## src/hw/evcnt_pkg.sv

```systemverilog
// Shared constants and types for the dual gated event counter
`default_nettype none
package evcnt_pkg;
   localparam int N_CHAN = 2;
   localparam int ADDR_W = 8;
   localparam int DATA_W = 32;
   localparam int CNT_W_DEF = 32;
   localparam int PDIV_W_DEF = 8;
   // Register map, byte addresses; channel banks repeat at BANK_STRIDE
   localparam logic [7:0] BANK_STRIDE = 8'h20;
   localparam logic [7:0] OFF_CFG = 8'h00;
   localparam logic [7:0] OFF_CMD = 8'h04;
   localparam logic [7:0] OFF_EN = 8'h08;
   localparam logic [7:0] OFF_PDIV = 8'h0c;
   localparam logic [7:0] OFF_LIMIT = 8'h10;
   localparam logic [7:0] OFF_COUNT = 8'h14;
   localparam logic [7:0] OFF_IRQ_STAT = 8'h40;
   localparam logic [7:0] OFF_IRQ_MASK = 8'h44;
   // Configuration fields
   localparam int CFG_FALL_BIT = 0;
   localparam int CFG_GATE_HIGH_BIT = 1;
   localparam int CFG_GATE_USE_BIT = 2;
   localparam int CFG_LIMIT_EN_BIT = 3;
   localparam int CFG_W = 4;
   // Command and enable codes
   localparam logic [7:0] CMD_CLEAR = 8'h01;
   localparam logic [7:0] EN_START = 8'h01;
   localparam logic [7:0] EN_STOP = 8'h02;
   // Reset values, response codes and state encodings
   localparam logic [3:0] CFG_RST = 4'h0;
   localparam logic [31:0] LIMIT_RST = 32'hffffffff;
   localparam logic [1:0] RESP_OKAY = 2'h0;
   localparam logic [1:0] RESP_SLVERR = 2'h2;
   typedef enum logic [1:0] {W_IDLE = 2'b01, W_RESP = 2'b10} wr_state_e;
   typedef enum logic [1:0] {R_IDLE = 2'b01, R_DATA = 2'b10} rd_state_e;
endpackage
`default_nettype wire

```

## src/hw/chan_if.sv

```systemverilog
// Configuration and status bundle between register file and one counter channel
`timescale 1ns/1ps
`default_nettype none
interface chan_if #(parameter int CNT_W = 32, parameter int PDIV_W = 8);
   logic fall;
   logic gate_high;
   logic gate_use;
   logic limit_en;
   logic run;
   logic clear;
   logic [PDIV_W-1:0] pdiv;
   logic [CNT_W-1:0] limit;
   logic [CNT_W-1:0] count;
   logic wrap;
   modport ctl (output fall, gate_high, gate_use, limit_en, run, clear, pdiv, limit, input count, wrap);
   modport chan (input fall, gate_high, gate_use, limit_en, run, clear, pdiv, limit, output count, wrap);
endinterface
`default_nettype wire

```

## src/hw/counter_channel.sv

```systemverilog
// One gated, pre-divided, up-only event counter channel
`timescale 1ns/1ps
`default_nettype none
module counter_channel #(
   parameter int CNT_W = 32,
   parameter int PDIV_W = 8
) (
   input wire logic sys_clk_i, // Module clock
   input wire logic rst_n_i,   // Asynchronous reset, active low
   input wire logic count_in_i, // Pulse input
   input wire logic gate_in_i,  // Gate input
   chan_if.chan bus            // Settings in, count out
);
   logic prev_r, prev_nxt;
   logic [PDIV_W-1:0] pdiv_cnt_r, pdiv_cnt_nxt;
   logic [CNT_W-1:0] count_r, count_nxt;
   logic wrap_r, wrap_nxt;
   logic edge_hit, gate_ok, active, advance;

   always_comb
   begin
      edge_hit = bus.fall ? (prev_r & ~count_in_i) : (~prev_r & count_in_i);
      gate_ok = !bus.gate_use || (gate_in_i == bus.gate_high);
      active = bus.run && gate_ok;
      advance = active && edge_hit && (pdiv_cnt_r >= bus.pdiv);
      prev_nxt = count_in_i;
      pdiv_cnt_nxt = pdiv_cnt_r;
      count_nxt = count_r;
      wrap_nxt = 1'b0;
      if (bus.clear)
      begin
         pdiv_cnt_nxt = '0;
         count_nxt = '0;
      end
      else if (active && edge_hit)
      begin
         pdiv_cnt_nxt = advance ? '0 : pdiv_cnt_r + PDIV_W'(1);
         if (advance)
         begin
            if (bus.limit_en && count_r >= bus.limit)
            begin
               count_nxt = '0;
               wrap_nxt = 1'b1;
            end
            else
               count_nxt = count_r + CNT_W'(1);
         end
      end
   end

   always_ff @(posedge sys_clk_i or negedge rst_n_i)
   begin
      if (!rst_n_i)
      begin
         prev_r <= 1'b0;
         pdiv_cnt_r <= '0;
         count_r <= '0;
         wrap_r <= 1'b0;
      end
      else
      begin
         prev_r <= prev_nxt;
         pdiv_cnt_r <= pdiv_cnt_nxt;
         count_r <= count_nxt;
         wrap_r <= wrap_nxt;
      end
   end

   assign bus.count = count_r;
   assign bus.wrap = wrap_r;
endmodule
`default_nettype wire

```

## src/hw/dual_gated_event_counter.sv

```systemverilog
// Two gated event counters behind an AXI4-Lite register slave
// Notes on behaviour
// - Two counter channels, each with its own pulse input and gate input.
// - One channel's activity or settings never affect the other channel.
// - Per channel, choose rising or falling pulse edge; only that edge counts.
// - Per channel, choose gate active low or high; count only while active.
// - Pulses pass an 8-bit pre-divider, setting 0 to 255, before counting.
// - Passing the enabled upper limit sets a flag and restarts count at zero.
// - Both counts are zero after reset, before any pulse.
// - Counting is upward only; no down mode exists.
// - Gate or software enable starts and stops a channel; stop code stops it.
`timescale 1ns/1ps
`default_nettype none
module dual_gated_event_counter #(
   parameter int CNT_W = evcnt_pkg::CNT_W_DEF,
   parameter int PDIV_W = evcnt_pkg::PDIV_W_DEF
) (
   input wire logic sys_clk_i, // Module clock, 40 MHz
   input wire logic rst_n_i,   // Asynchronous reset, active low
   input wire logic [evcnt_pkg::N_CHAN-1:0] count_in_i, // Pulse inputs, bit 0 is counter A
   input wire logic [evcnt_pkg::N_CHAN-1:0] gate_in_i,  // Gate inputs, bit 0 is counter A
   input wire logic [evcnt_pkg::ADDR_W-1:0] s_axi_awaddr_i, // Write address
   input wire logic s_axi_awvalid_i, // Write address valid
   output logic s_axi_awready_o,     // Write address ready
   input wire logic [31:0] s_axi_wdata_i, // Write data
   input wire logic [3:0] s_axi_wstrb_i,  // Write byte strobes
   input wire logic s_axi_wvalid_i,  // Write data valid
   output logic s_axi_wready_o,      // Write data ready
   output logic [1:0] s_axi_bresp_o, // Write response
   output logic s_axi_bvalid_o,      // Write response valid
   input wire logic s_axi_bready_i,  // Write response ready
   input wire logic [evcnt_pkg::ADDR_W-1:0] s_axi_araddr_i, // Read address
   input wire logic s_axi_arvalid_i, // Read address valid
   output logic s_axi_arready_o,     // Read address ready
   output logic [31:0] s_axi_rdata_o, // Read data
   output logic [1:0] s_axi_rresp_o, // Read response
   output logic s_axi_rvalid_o,      // Read data valid
   input wire logic s_axi_rready_i,  // Read data ready
   output logic irq_o                // Interrupt level, high while unmasked wrap flag set
);
   localparam int NC = evcnt_pkg::N_CHAN;

   if (CNT_W < 1 || CNT_W > 32)
      $error("CNT_W must be 1 to 32");
   if (PDIV_W < 1 || PDIV_W > 16)
      $error("PDIV_W must be 1 to 16");

   function automatic logic mapped(input logic [evcnt_pkg::ADDR_W-1:0] a);
      logic [7:0] off;
      off = a & (evcnt_pkg::BANK_STRIDE - 8'h01);
      if (a[1:0] != 2'h0)
         return 1'b0;
      if (a == evcnt_pkg::OFF_IRQ_STAT || a == evcnt_pkg::OFF_IRQ_MASK)
         return 1'b1;
      return a < evcnt_pkg::OFF_IRQ_STAT && off <= evcnt_pkg::OFF_COUNT;
   endfunction

   function automatic logic [31:0] wmerge(input logic [31:0] old, input logic [31:0] nw, input logic [3:0] strb);
      logic [31:0] r;
      r = old;
      for (int b = 0; b < 4; b++)
         if (strb[b])
            r[8*b +: 8] = nw[8*b +: 8];
      return r;
   endfunction

   evcnt_pkg::wr_state_e wst_r, wst_nxt;
   evcnt_pkg::rd_state_e rst_r, rst_nxt;
   logic aw_have_r, aw_have_nxt, w_have_r, w_have_nxt;
   logic [evcnt_pkg::ADDR_W-1:0] awaddr_r, awaddr_nxt;
   logic [31:0] wdata_r, wdata_nxt;
   logic [3:0] wstrb_r, wstrb_nxt;
   logic [1:0] bresp_r, bresp_nxt, rresp_r, rresp_nxt;
   logic [31:0] rdata_r, rdata_nxt;
   logic [evcnt_pkg::CFG_W-1:0] cfg_r [NC], cfg_nxt [NC];
   logic [NC-1:0] run_r, run_nxt, clear_r, clear_nxt;
   logic [PDIV_W-1:0] pdiv_r [NC], pdiv_nxt [NC];
   logic [CNT_W-1:0] limit_r [NC], limit_nxt [NC];
   logic [CNT_W-1:0] cnt_w [NC];
   logic [NC-1:0] wrap_w, stat_r, stat_nxt, mask_r, mask_nxt;
   logic irq_r, irq_nxt;
   logic aw_hit, w_hit, do_wr, ar_hit;
   logic [evcnt_pkg::ADDR_W-1:0] waddr;
   logic [31:0] wd, wmask;
   logic [3:0] ws;
   logic [7:0] woff, roff;

   chan_if #(.CNT_W(CNT_W), .PDIV_W(PDIV_W)) ch [NC] ();

   for (genvar g = 0; g < NC; g++)
   begin : g_chan
      assign ch[g].fall = cfg_r[g][evcnt_pkg::CFG_FALL_BIT];
      assign ch[g].gate_high = cfg_r[g][evcnt_pkg::CFG_GATE_HIGH_BIT];
      assign ch[g].gate_use = cfg_r[g][evcnt_pkg::CFG_GATE_USE_BIT];
      assign ch[g].limit_en = cfg_r[g][evcnt_pkg::CFG_LIMIT_EN_BIT];
      assign ch[g].run = run_r[g];
      assign ch[g].clear = clear_r[g];
      assign ch[g].pdiv = pdiv_r[g];
      assign ch[g].limit = limit_r[g];
      assign cnt_w[g] = ch[g].count;
      assign wrap_w[g] = ch[g].wrap;
      // Each channel has private inputs and settings
      counter_channel #(.CNT_W(CNT_W), .PDIV_W(PDIV_W)) u_chan (
         .sys_clk_i(sys_clk_i),
         .rst_n_i(rst_n_i),
         .count_in_i(count_in_i[g]),
         .gate_in_i(gate_in_i[g]),
         .bus(ch[g].chan)
      );
   end

   assign s_axi_awready_o = (wst_r == evcnt_pkg::W_IDLE) && !aw_have_r;
   assign s_axi_wready_o = (wst_r == evcnt_pkg::W_IDLE) && !w_have_r;
   assign s_axi_bvalid_o = (wst_r == evcnt_pkg::W_RESP);
   assign s_axi_bresp_o = bresp_r;
   assign s_axi_arready_o = (rst_r == evcnt_pkg::R_IDLE);
   assign s_axi_rvalid_o = (rst_r == evcnt_pkg::R_DATA);
   assign s_axi_rdata_o = rdata_r;
   assign s_axi_rresp_o = rresp_r;
   assign irq_o = irq_r;

   always_comb
   begin
      aw_hit = s_axi_awvalid_i && s_axi_awready_o;
      w_hit = s_axi_wvalid_i && s_axi_wready_o;
      waddr = aw_have_r ? awaddr_r : s_axi_awaddr_i;
      wd = w_have_r ? wdata_r : s_axi_wdata_i;
      ws = w_have_r ? wstrb_r : s_axi_wstrb_i;
      woff = waddr & (evcnt_pkg::BANK_STRIDE - 8'h01);
      wmask = wmerge(32'h0, 32'hffffffff, ws);
      do_wr = (wst_r == evcnt_pkg::W_IDLE) && (aw_have_r || aw_hit) && (w_have_r || w_hit);
      wst_nxt = wst_r;
      aw_have_nxt = aw_have_r || aw_hit;
      w_have_nxt = w_have_r || w_hit;
      awaddr_nxt = aw_hit ? s_axi_awaddr_i : awaddr_r;
      wdata_nxt = w_hit ? s_axi_wdata_i : wdata_r;
      wstrb_nxt = w_hit ? s_axi_wstrb_i : wstrb_r;
      bresp_nxt = bresp_r;
      cfg_nxt = cfg_r;
      run_nxt = run_r;
      pdiv_nxt = pdiv_r;
      limit_nxt = limit_r;
      clear_nxt = '0;
      mask_nxt = mask_r;
      stat_nxt = stat_r;
      if (do_wr)
      begin
         wst_nxt = evcnt_pkg::W_RESP;
         aw_have_nxt = 1'b0;
         w_have_nxt = 1'b0;
         bresp_nxt = mapped(waddr) ? evcnt_pkg::RESP_OKAY : evcnt_pkg::RESP_SLVERR;
         if (waddr == evcnt_pkg::OFF_IRQ_STAT)
            stat_nxt = stat_r & ~(NC'(wd & wmask));
         if (waddr == evcnt_pkg::OFF_IRQ_MASK)
            mask_nxt = NC'(wmerge(32'(mask_r), wd, ws));
         for (int c = 0; c < NC; c++)
         begin
            if (mapped(waddr) && waddr < evcnt_pkg::OFF_IRQ_STAT && int'(waddr[5]) == c)
            begin
               if (woff == evcnt_pkg::OFF_CFG)
                  cfg_nxt[c] = evcnt_pkg::CFG_W'(wmerge(32'(cfg_r[c]), wd, ws));
               if (woff == evcnt_pkg::OFF_CMD && ws[0] && wd[7:0] == evcnt_pkg::CMD_CLEAR)
                  clear_nxt[c] = 1'b1;
               if (woff == evcnt_pkg::OFF_EN && ws[0] && wd[7:0] == evcnt_pkg::EN_START)
                  run_nxt[c] = 1'b1;
               if (woff == evcnt_pkg::OFF_EN && ws[0] && wd[7:0] == evcnt_pkg::EN_STOP)
                  run_nxt[c] = 1'b0;
               if (woff == evcnt_pkg::OFF_PDIV)
                  pdiv_nxt[c] = PDIV_W'(wmerge(32'(pdiv_r[c]), wd, ws));
               if (woff == evcnt_pkg::OFF_LIMIT)
                  limit_nxt[c] = CNT_W'(wmerge(32'(limit_r[c]), wd, ws));
            end
         end
      end
      else if (wst_r == evcnt_pkg::W_RESP && s_axi_bready_i)
         wst_nxt = evcnt_pkg::W_IDLE;
      // A wrap in the same cycle as its clear keeps the flag set
      stat_nxt = stat_nxt | wrap_w;
      irq_nxt = |(stat_nxt & mask_nxt);
   end

   always_comb
   begin
      ar_hit = s_axi_arvalid_i && s_axi_arready_o;
      roff = s_axi_araddr_i & (evcnt_pkg::BANK_STRIDE - 8'h01);
      rst_nxt = rst_r;
      rdata_nxt = rdata_r;
      rresp_nxt = rresp_r;
      if (ar_hit)
      begin
         rst_nxt = evcnt_pkg::R_DATA;
         rdata_nxt = 32'h0;
         rresp_nxt = mapped(s_axi_araddr_i) ? evcnt_pkg::RESP_OKAY : evcnt_pkg::RESP_SLVERR;
         if (s_axi_araddr_i == evcnt_pkg::OFF_IRQ_STAT)
            rdata_nxt = 32'(stat_r);
         else if (s_axi_araddr_i == evcnt_pkg::OFF_IRQ_MASK)
            rdata_nxt = 32'(mask_r);
         else if (mapped(s_axi_araddr_i))
         begin
            for (int c = 0; c < NC; c++)
            begin
               if (int'(s_axi_araddr_i[5]) == c)
               begin
                  if (roff == evcnt_pkg::OFF_CFG)
                     rdata_nxt = 32'(cfg_r[c]);
                  else if (roff == evcnt_pkg::OFF_EN)
                     rdata_nxt = 32'(run_r[c]);
                  else if (roff == evcnt_pkg::OFF_PDIV)
                     rdata_nxt = 32'(pdiv_r[c]);
                  else if (roff == evcnt_pkg::OFF_LIMIT)
                     rdata_nxt = 32'(limit_r[c]);
                  else if (roff == evcnt_pkg::OFF_COUNT)
                     rdata_nxt = 32'(cnt_w[c]);
               end
            end
         end
      end
      else if (rst_r == evcnt_pkg::R_DATA && s_axi_rready_i)
         rst_nxt = evcnt_pkg::R_IDLE;
   end

   always_ff @(posedge sys_clk_i or negedge rst_n_i)
   begin
      if (!rst_n_i)
      begin
         wst_r <= evcnt_pkg::W_IDLE;
         rst_r <= evcnt_pkg::R_IDLE;
         aw_have_r <= 1'b0;
         w_have_r <= 1'b0;
         awaddr_r <= '0;
         wdata_r <= 32'h0;
         wstrb_r <= 4'h0;
         bresp_r <= evcnt_pkg::RESP_OKAY;
         rresp_r <= evcnt_pkg::RESP_OKAY;
         rdata_r <= 32'h0;
         for (int c = 0; c < NC; c++)
         begin
            cfg_r[c] <= evcnt_pkg::CFG_RST;
            pdiv_r[c] <= '0;
            limit_r[c] <= CNT_W'(evcnt_pkg::LIMIT_RST);
         end
         run_r <= '0;
         clear_r <= '0;
         stat_r <= '0;
         mask_r <= '0;
         irq_r <= 1'b0;
      end
      else
      begin
         wst_r <= wst_nxt;
         rst_r <= rst_nxt;
         aw_have_r <= aw_have_nxt;
         w_have_r <= w_have_nxt;
         awaddr_r <= awaddr_nxt;
         wdata_r <= wdata_nxt;
         wstrb_r <= wstrb_nxt;
         bresp_r <= bresp_nxt;
         rresp_r <= rresp_nxt;
         rdata_r <= rdata_nxt;
         cfg_r <= cfg_nxt;
         pdiv_r <= pdiv_nxt;
         limit_r <= limit_nxt;
         run_r <= run_nxt;
         clear_r <= clear_nxt;
         stat_r <= stat_nxt;
         mask_r <= mask_nxt;
         irq_r <= irq_nxt;
      end
   end
endmodule
`default_nettype wire

```

## config.mk

```make
export PLATFORM = sky130hd
export DESIGN_NAME = dual_gated_event_counter
export DESIGN_NICKNAME = d
export VERILOG_FILES = /design/src/hw/evcnt_pkg.sv /design/src/hw/chan_if.sv /design/src/hw/counter_channel.sv /design/src/hw/dual_gated_event_counter.sv
export SDC_FILE = /design/constraint.sdc
export NUM_CORES = 1
export LEC_CHECK = 0
export BUFFER_PORTS_ARGS = -buffer_cell sky130_fd_sc_hd__buf_2
export CORE_UTILIZATION = 50
export DETAILED_ROUTE_END_ITERATION = 8
export GPL_ROUTABILITY_DRIVEN = 0
export PLACE_DENSITY = 0.72
export SYNTH_ARGS = -nofsm -noshare
export SYNTH_HDL_FRONTEND = slang
export SYNTH_HIERARCHICAL = 1
export SYNTH_SLANG_ARGS = --single-unit
export TNS_END_PERCENT = 20
```

## constraint.sdc

```tcl
create_clock -name sys_clk_i -period 5.88 [get_ports sys_clk_i]
set_clock_uncertainty 0.15 [all_clocks]
set_input_delay 0.588 -clock sys_clk_i [delete_from_list [all_inputs] [get_ports sys_clk_i]]
set_output_delay 0.588 -clock sys_clk_i [all_outputs]
set_load 0.02 [all_outputs]
```

======== Word level (Yosys, flattened, before mapping) ========
Cells that the tools add are included.
cells by class
  add/subtract/negate cells ............... 4
  multipliers ............................. 0
  divide/modulo/power cells ............... 0
  magnitude comparators ................... 8
  equality and inequality tests ........... 20
  shift-type cells ........................ 0
  multiplexer cells ....................... 94
  bitwise gates (word level) .............. 14
  reductions and logical operators ........ 65
operators with widths
  cell                                                                          number
  32-bit 2-to-1 mux                                                             24
  32-bit by 1-bit adder with 32-bit output, second input constant               2
  32-bit greater-or-equal comparator                                            2
  8-bit 2-to-1 mux                                                              7
  1-bit 2-to-1 mux                                                              49
  4-bit AND reduction                                                           12
  8-bit by 7-bit equality test with 1-bit output, second input constant         4
  1-bit logical AND                                                             27
  2-bit 2-to-1 mux                                                              13
  5-bit by 4-bit equality test with 1-bit output, second input constant         4
  2-bit nonzero test                                                            9
  8-bit by 1-bit adder with 8-bit output, second input constant                 2
  8-bit greater-or-equal comparator                                             2
  8-bit zero test                                                               2
  8-bit by 7-bit less-than comparator with 1-bit output, second input constant  2
  5-bit equality test, second input constant                                    3
  5-bit <= comparator, second input constant                                    2
  8-bit by 1-bit equality test with 1-bit output, second input constant         1
  8-bit by 2-bit equality test with 1-bit output, second input constant         1
  2-bit AND                                                                     3
  1-bit logical OR                                                              6
  3-bit AND reduction                                                           2
  5-bit by 3-bit equality test with 1-bit output, second input constant         1
  1-bit NOT                                                                     5
  10 further kinds                                                              20
storage, ports and cells
  bits in registers ....................... 267
  bits in latches ......................... 0
  RAM bits ................................ 0
  ROM bits ................................ 0
  bits of input ports ..................... 63
  output and inout port bits .............. 42
  logic and storage cells ................. 241
  memories ................................ 0

======== Logic depth before layout (Yosys ltp) ========
Gate-level depths: netlist (run 1).
  depth in word-level cells ............... 17
  depth in mapped cells ................... 12
  depth with buffers taken out ............ 9

======== Cells and area by module ========
Netlist (run 1), hierarchy kept.
by module, submodules not included
  module                              times used  cells an instance  area an instance (um^2)  seq. area each (um^2)
  dual_gated_event_counter            1           703                8948.6                   4611.9
  counter_channel (g_chan[1].u_chan)  1           468                3733.6                   1051.0
  counter_channel (g_chan[0].u_chan)  1           405                3382.0                   1051.0

======== Worst setup path after synthesis (run 1) ========
No wires, ideal clock.
  path kind ............................... register -> register
  from .................................... reg limit_r (netlist bit ch[0].limit[17])
  to ...................................... reg g_chan[0].u_chan.count_r[12]
  library setup time ...................... 0.082 ns
  data arrival time ....................... 2.529 ns
  required time ........................... 5.648 ns
  path slack .............................. 3.119 ns
  stages on the path, launching flop included .. 12
  path buffers ............................ 2
  clock period less this slack ............ 2.761 ns
  cells stage by stage .................... dfstp_2 -> inv_1 -> ha_1 -> a21o_1 -> a221o_1 -> a221oi_2 -> o221ai_2 -> a211oi_2 -> buf_4 -> nand2_4 -> buf_2 -> o22ai_1
on the way
  cells in the longest elaborated chain, start to end .. 6
RTL lines
  what                                RTL line                         text
  start: declaration                  dual_gated_event_counter.sv:78   logic [CNT_W-1:0] limit_r [NC], limit_nxt [NC];
  start signal: indexed assignment    dual_gated_event_counter.sv:240  limit_r[c] <= CNT_W'(evcnt_pkg::LIMIT_RST);
  start signal: assignment            dual_gated_event_counter.sv:262  limit_r <= limit_nxt;
  32-bit greater-or-equal comparator  counter_channel.sv:40            if (bus.limit_en && count_r >= bus.limit)
  1-bit logical AND                   counter_channel.sv:40
  32-bit 2-to-1 mux                   counter_channel.sv:40
  32-bit 2-to-1 mux                   counter_channel.sv:38            if (advance)
  32-bit 2-to-1 mux                   counter_channel.sv:35            else if (active && edge_hit)
  32-bit 2-to-1 mux                   counter_channel.sv:30            if (bus.clear)
  end signal: assignment              counter_channel.sv:64            count_r <= count_nxt;
  end: declaration                    counter_channel.sv:16            logic [CNT_W-1:0] count_r, count_nxt;
Every way passes these cells. The select of a mux whose other input is x is not followed.
A chain may end at the register's enable or synchronous reset.

======== Worst setup path after layout (run 1) ========
  from .................................... reg limit_r (netlist bit ch[0].limit[17])
  to ...................................... reg g_chan[0].u_chan.count_r[25]
The elaborated chain is that of the path after synthesis.

==> flow_summary.yaml, run 1 <==
worst_setup_path:
  cp_data_required_time_ps: 6240
  cp.arrival_ps: 4140
  cp_num_buf_inv: 1
  critPathSlowestCell: "a211oi_2"
  worstPathCellList: "inv_1 -> ha_1 -> a21o_1 -> a221o_1 -> a221oi_2 -> o221ai_2 -> a211oi_2 -> and2_1 -> a41o_1"
  cp_max_fo: 15
  crit_family: "compound AO/OA/AOI/OAI gates"
  end_kind: "flip-flop"
  max_stage_delay_ps: 760
  cp-start-kind: "flip-flop"
  crit_type: "flip-flop to flip-flop"
final_layout:
  area_growth_pct: 11.7
  drive_gt1_share_pct: 26.1
  antenna_cells: 0
  fin_nets: 1802
clock_tree:
  root_buffer: "clkbuf_16"
  tritoncts: "yes"
  clock_sinks: 265
  cts_buffers: 30
  clkTransAtPathRegs_ps: 60
  clock_latency_ps: 570
  cts.path.max_buffers: 3
  cts_hold_buffers: 3
  post_cts_buffers: 0
  cts.repair.resized: 0
  htree_levels: 1
synth:
  synth_warnings: 6
  synth.avg_cell_area_um2: 10.2
  synth_area_leader_cell: "dfrtp_1"
  synth-async-reset-ratio_pct: 100
  synth_top_area_share_pct: 31.0
  synth_area_um2: 16100
  ys_ff_latch: 265
  synth_ff_type: "dfrtp_1"
  synth.top_cells.by_area: "dfrtp_1 (31%), mux2_2 (12%), dfstp_2 (11%), ha_1 (6.5%), mux2i_1 (3.7%)"
  netlist_instances: 1576
  synth_cell_types: 92
  synth-seq-area-share_pct: 41.8
  synth_edf_count: 0
sta:
  rsz0062_at_grt: "false"
  final-setup-viol-count: 0
  hold-worst-slack_ps: 32.3
  fin_crit_ps: 3780
  max_freq_mhz: 264
  fin_setup_tns_ps: 0
  hold_violations: 0
  drv_slew: 0
  post-route-period-util_pct: 64.4
  timing.max_slew.rel_slack_pct: 9.34
  worst_slew_pin_slew_ps: 1360
power_and_ir_drop:
  vdd_drop_max_v: 0.000243
  powerDensity_nw_per_um2: 288
  p_leak_nw: 7.95
die:
  io_pins: 105
  fp.dieArea_um2: 32800
  dieWidth_um: 181
  initial_core_util_pct: 50.9
  core-area_um2: 31600
  row_count: 65
  die_y_um: 181
route:
  viasPerCell: 6.20
  drc_errors: 0
  ant_nets: 0
  drt-pass1-iter-count: 6
  drt_wl_total_um: 42500
  dr.first_iter.drc_count: 956
  via_count: 12900
  wire_per_inst_um: 20.4
placed_design:
  portBuffers: 102
  dp_hpwl_um: 30100
global_routing:
  grt.met1_usage_pct: 33.4
  gr-usage-met2_pct: 43.0
  grt_pass1_vias: 13000
  top_usage_layer: "met2"
  use_met3_pct: 4.80
  overflow: 0
  grt_max_degree: 166
  grt_pass1_wl_um: 68700
  grt_util_all_layers_pct: 26.1
  antenna_found_initial: 0
run_status:
  status: "complete, no violations"
flow_run:
  cap_violations: 0
min_path:
  hp-class: "input port to flip-flop"
[cell usage after synthesis, types with 12 or more instances]
master,instances
a21oi_1,53
and4_1,12
nand4_1,44
nand3_1,100
nor2b_1,14
inv_1,119
mux2_2,171
buf_2,12
nand2b_1,12
nand2_1,89
a31oi_1,17
o22ai_1,37
a21o_1,17
and2_1,12
mux2i_1,60
o21ai_0,30
and3_1,12
nor3_1,45
clkbuf_1,36
xor2_1,12
ha_1,84
nor2_1,90
dfstp_2,66
dfrtp_1,199
a22o_1,37
[worst paths after layout]
check / startpoint / to / slack, ps / depth (start not counted)
setup / recovery: ch[0].limit[17]$_DFFE_PN1P_ / g_chan[0].u_chan/bus.count[25]$_DFFE_PN0P_ / 2100 / 9
hold / removal: s_axi_arvalid_i / rst_r[0]$_DFFE_PN1P_ / 30 / 2
setup reg to reg: ch[0].limit[17]$_DFFE_PN1P_ / g_chan[0].u_chan/bus.count[25]$_DFFE_PN0P_ / 2100 / 9
hold reg to reg: s_axi_rdata_o[30]$_DFFE_PN0P_ / s_axi_rdata_o[30]$_DFFE_PN0P_ / 340 / 2
max in group asynchronous: rst_n_i / g_chan[1].u_chan/bus.wrap$_DFF_PN0_ / 3670 / 3
min in group asynchronous: rst_n_i / wdata_r[13]$_DFFE_PN0P_ / 490 / 2
[cell usage in the layout, fill, tap and decap left out, types with 32 or more instances in the layout]
cell type  instances
buf_2            101
a21oi_1           51
inv_1            119
nand2_1           89
dfrtp_1          198
o22ai_1           37
nand4_1           44
a22o_1            37
mux2i_1           60
ha_1              84
nor3_1            44
clkbuf_16         32
nor2_1            90
mux2_2           171
dfstp_2           66
nand3_1          100
[cells by family (layout without fill, tap and decap cells)]
group	after synthesis	count (layout)	synth area share, %
simple gates	501	501	17.0
compound gates	283	283	12.6
flops	265	265	41.8
mux	234	234	15.9
buf+inv	193	295	5.27
fa+ha+maj	84	84	6.54
xor+xnor	15	15	0.818
other cells	1	2	0.0233
[report_power, final]
group | leakage (nW) | internal [mW] | total, mW | switching (mW)
clock network | 0.525 | 1.26 | 2.04 | 0.783
registers | 3.11 | 2.03 | 2.15 | 0.118
logic | 4.31 | 0.450 | 0.985 | 0.535
total | 7.95 | 3.74 | 5.18 | 1.44
[worst register-to-register path, delay by kind of cell, from the launching register on]
family / cells / cell delay, ps
buffers and inverters: 1 / 40
adders and majority gates: 1 / 290
AOI/OAI and AO/OA: 6 / 2060
DFF: 1 / 540
and+or+nand+nor: 1 / 650
[sequential cells by signal, summed over array words and instances, names as in the netlist]
name / flops
mask_r: 2
clear_r: 2
s_axi_rdata_o: 32
ch.pdiv: 16
w_have_r: 1
rst_r: 2
g_chan.u_chan/bus.count: 64
aw_have_r: 1
run_r: 2
irq_o: 1
ch.limit: 64
s_axi_rresp_o: 1
wst_r: 2
wdata_r: 32
g_chan.u_chan/prev_r: 2
cfg_r: 8
stat_r: 2
awaddr_r: 8
wstrb_r: 4
g_chan.u_chan/bus.wrap: 2
s_axi_bresp_o: 1
g_chan.u_chan/pdiv_cnt_r: 16
[routing by layer]
metal | share of wire [%] | up-vias
li1 | - | 5979
met3 | 6.5 | 114
met5 | 0 | -
met1 | 42 | 6360
met4 | 4.4 | 0
met2 | 47 | 446
[area by class of cell]
class                      instances  area [µm²]
tap                              402         503
inverter                         119         447
sequential                       265        6720
clock buffer                      42         878
timing repair buffer             120         676
fill                            2740       13600
multi-input combinational       1119        8520
clock inverter                    14         206
[per-stage QoR]
step	worst slack [ps]	power, mW	instances	utilization (%)	area (µm²)
after floorplan	3120	2.86	1577	-	16100
after global placement	2200	3.13	2022	53.3	16800
after detailed placement	2100	3.17	2022	53.3	16800
after CTS	2110	5.22	2081	56.9	17900
after global routing	1840	5.39	2081	56.9	17900
final	2100	5.18	2081	56.9	17900
Note: power is estimated with default switching activity, not from simulation.
==> inputs of run 2 (changes only) <==
--- a/config.mk
+++ b/config.mk
@@ -9,7 +9,7 @@
 export CORE_UTILIZATION = 50
 export DETAILED_ROUTE_END_ITERATION = 8
 export GPL_ROUTABILITY_DRIVEN = 0
-export PLACE_DENSITY = 0.72
+export PLACE_DENSITY = 0.74
 export SYNTH_ARGS = -nofsm -noshare
 export SYNTH_HDL_FRONTEND = slang
 export SYNTH_HIERARCHICAL = 1
==> constraint.sdc (replaced) <==
create_clock -name sys_clk_i -period 3.1 [get_ports sys_clk_i]
set_clock_uncertainty 0.15 [all_clocks]
set_input_delay 0.31 -clock sys_clk_i [delete_from_list [all_inputs] [get_ports sys_clk_i]]
set_output_delay 0.31 -clock sys_clk_i [all_outputs]
set_load 0.02 [all_outputs]
==> flow_summary.yaml, run 2 (synthesis gave the netlist of run 1 again) <==
final_layout:
  final_common_cell: "dfrtp_1"
  antenna_cells: 0
  area_growth_pct: 19.7
  fin_cells: 2221
  drive_gt1_share_pct: 29.5
  fin_nets: 1943
  stdcell_area_um2: 19200
  final_cell_mix: "dfrtp_1 (198), mux2_2 (171), inv_1 (118)"
route:
  via_count: 13600
  ant_nets: 0
  wire_per_inst_um: 20.6
  drc_errors: 0
  viasPerCell: 6.11
  drt_wl_total_um: 45600
  drt-pass1-iter-count: 8
  dr.first_iter.drc_count: 1287
sta:
  post-route-period-util_pct: 100
  final-setup-viol-count: 1
  post-route-worst-setup-slack_ps: -7.38
  drv_slew: 0
  fin_crit_ps: 3110
  max_freq_mhz: 322
  worst_slew_pin_slew_ps: 716
  hold_violations: 0
  timing.max_slew.rel_slack_pct: 52.3
  fin_setup_tns_ps: -7.38
  rsz0062_at_grt: "true"
  hold-worst-slack_ps: 74.6
die:
  io_pins: 105
  core-area_um2: 31600
  die_y_um: 181
  fp.dieArea_um2: 32800
  dieWidth_um: 181
  initial_core_util_pct: 50.9
  row_count: 65
worst_setup_path:
  cp_data_required_time_ps: 3440
  cp_max_fo: 8
  end_kind: "flip-flop"
  cp.arrival_ps: 3450
  worstPathCellList: "inv_1 -> ha_1 -> and2_4 -> a221o_1 -> a221oi_2 -> o221ai_2 -> a211oi_2 -> buf_6 -> clkbuf_16 -> a21oi_1 -> o2bb2ai_1"
  cp_num_buf_inv: 3
  crit_type: "flip-flop to flip-flop"
  max_stage_delay_ps: 550
  cp-start-kind: "flip-flop"
  crit_family: "compound AO/OA/AOI/OAI gates"
  critPathSlowestCell: "dfstp_2"
power_and_ir_drop:
  vdd_drop_max_v: 0.000529
  powerDensity_nw_per_um2: 500
  p_leak_nw: 8.61
global_routing:
  grt_pass1_vias: 13600
  antenna_found_initial: 0
  grt_pass1_wl_um: 72100
  grt_util_all_layers_pct: 27.4
  overflow: 0
  grt_max_degree: 70
clock_tree:
  htree_levels: 1
  cts_buffers: 29
  clock_sinks: 265
  clkTransAtPathRegs_ps: 60
  cts.path.max_buffers: 3
  root_buffer: "clkbuf_16"
  clock_latency_ps: 580
  tritoncts: "yes"
flow_run:
  cap_violations: 0
min_path:
  hp-class: "input port to flip-flop"
placed_design:
  dpl-instance-area_um2: 17600
  dp_hpwl_um: 32600
  portBuffers: 102
  dp_cells: 2108
run_status:
  status: "complete, but fails checks"
  failed_checks: "negative setup slack"
run 2: cell types whose count changed in the layout (fill, tap and decap cells not counted), sizes merged:
cell,delta
buf,+90
bufinv,-3
clkbuf,+4
clkinv,-1
clkinvlp,-1
dlygate4sd3,+50
inv,+1
run 2: timing repair:
| item | in CTS | in global routing |
|---|---|---|
| pin swaps | 2 | 7 |
| buffers inserted | 0 | 4 |
| hold buffers | 53 | 0 |
| setup endpoints to repair | 3 | 17 |
| endpoints found under the hold margin | 174 | 0 |
| cloned | 0 | 2 |
| gates resized for setup | 0 | 14 |
run 2: path summary, 6_finish.rpt:
| check | end | slack (ps) | cells past startpoint | from |
|---|---|---|---|---|
| setup / recovery | g_chan[0].u_chan/bus.count[5]$_DFFE_PN0P_ | -7 | 11 | ch[0].limit[18]$_DFFE_PN1P_ |
| max in group asynchronous | ch[1].limit[25]$_DFFE_PN1P_ | 1820 | 3 | rst_n_i |
| hold reg to reg | s_axi_rresp_o[1]$_DFFE_PN0P_ | 350 | 2 | s_axi_rresp_o[1]$_DFFE_PN0P_ |
| setup reg to reg | g_chan[0].u_chan/bus.count[5]$_DFFE_PN0P_ | -7 | 11 | ch[0].limit[18]$_DFFE_PN1P_ |
| min in group asynchronous | g_chan[0].u_chan/pdiv_cnt_r[4]$_DFFE_PN0P_ | 160 | 2 | rst_n_i |
| hold / removal | s_axi_rdata_o[3]$_DFFE_PN0P_ | 70 | 4 | s_axi_araddr_i[6] |
run 2: area by class of cell:
type                            count  area [µm²]
Tap cell                          402         503
Timing Repair Buffer              262        2000
Inverter                          119         447
Fill cell                        2595       12300
Multi-Input combinational cell   1119        8590
Sequential cell                   265        6720
Clock buffer                       44         852
Clock inverter                     10         124
run 2: metrics by stage:
stage          setup WS (ps)  utilization, %  power, mW
2_1_floorplan            339               -       5.42
3_3_place_gp            89.5            55.7       5.98
3_5_place_dp            8.95            55.7       6.07
4_1_cts                 24.3            60.4       9.66
5_1_grt                -89.8            60.9       9.99
6_report               -7.38            60.9       9.61
run 2: metal layers:
metal	vias up	global-route usage, %	routed length [µm]
met5	-	0	0
met4	0	10.3	1820
met3	104	3.69	2740
met2	520	47.5	22200
met1	6698	34.7	18800
li1	6252	-	-
run 2: where the power goes:
part | internal, mW | total (mW) | switching, mW
Sequential | 3.85 | 4.13 | 0.278
Clock | 2.07 | 3.53 | 1.46
Combinational | 0.946 | 1.95 | 1.01
Total | 6.86 | 9.61 | 2.75
run 2: worst min-delay path, cell delays in order:
cell       delay, ps
buf_2            130
nor4b_1           80
a2bb2oi_1        160
o21ai_0           80
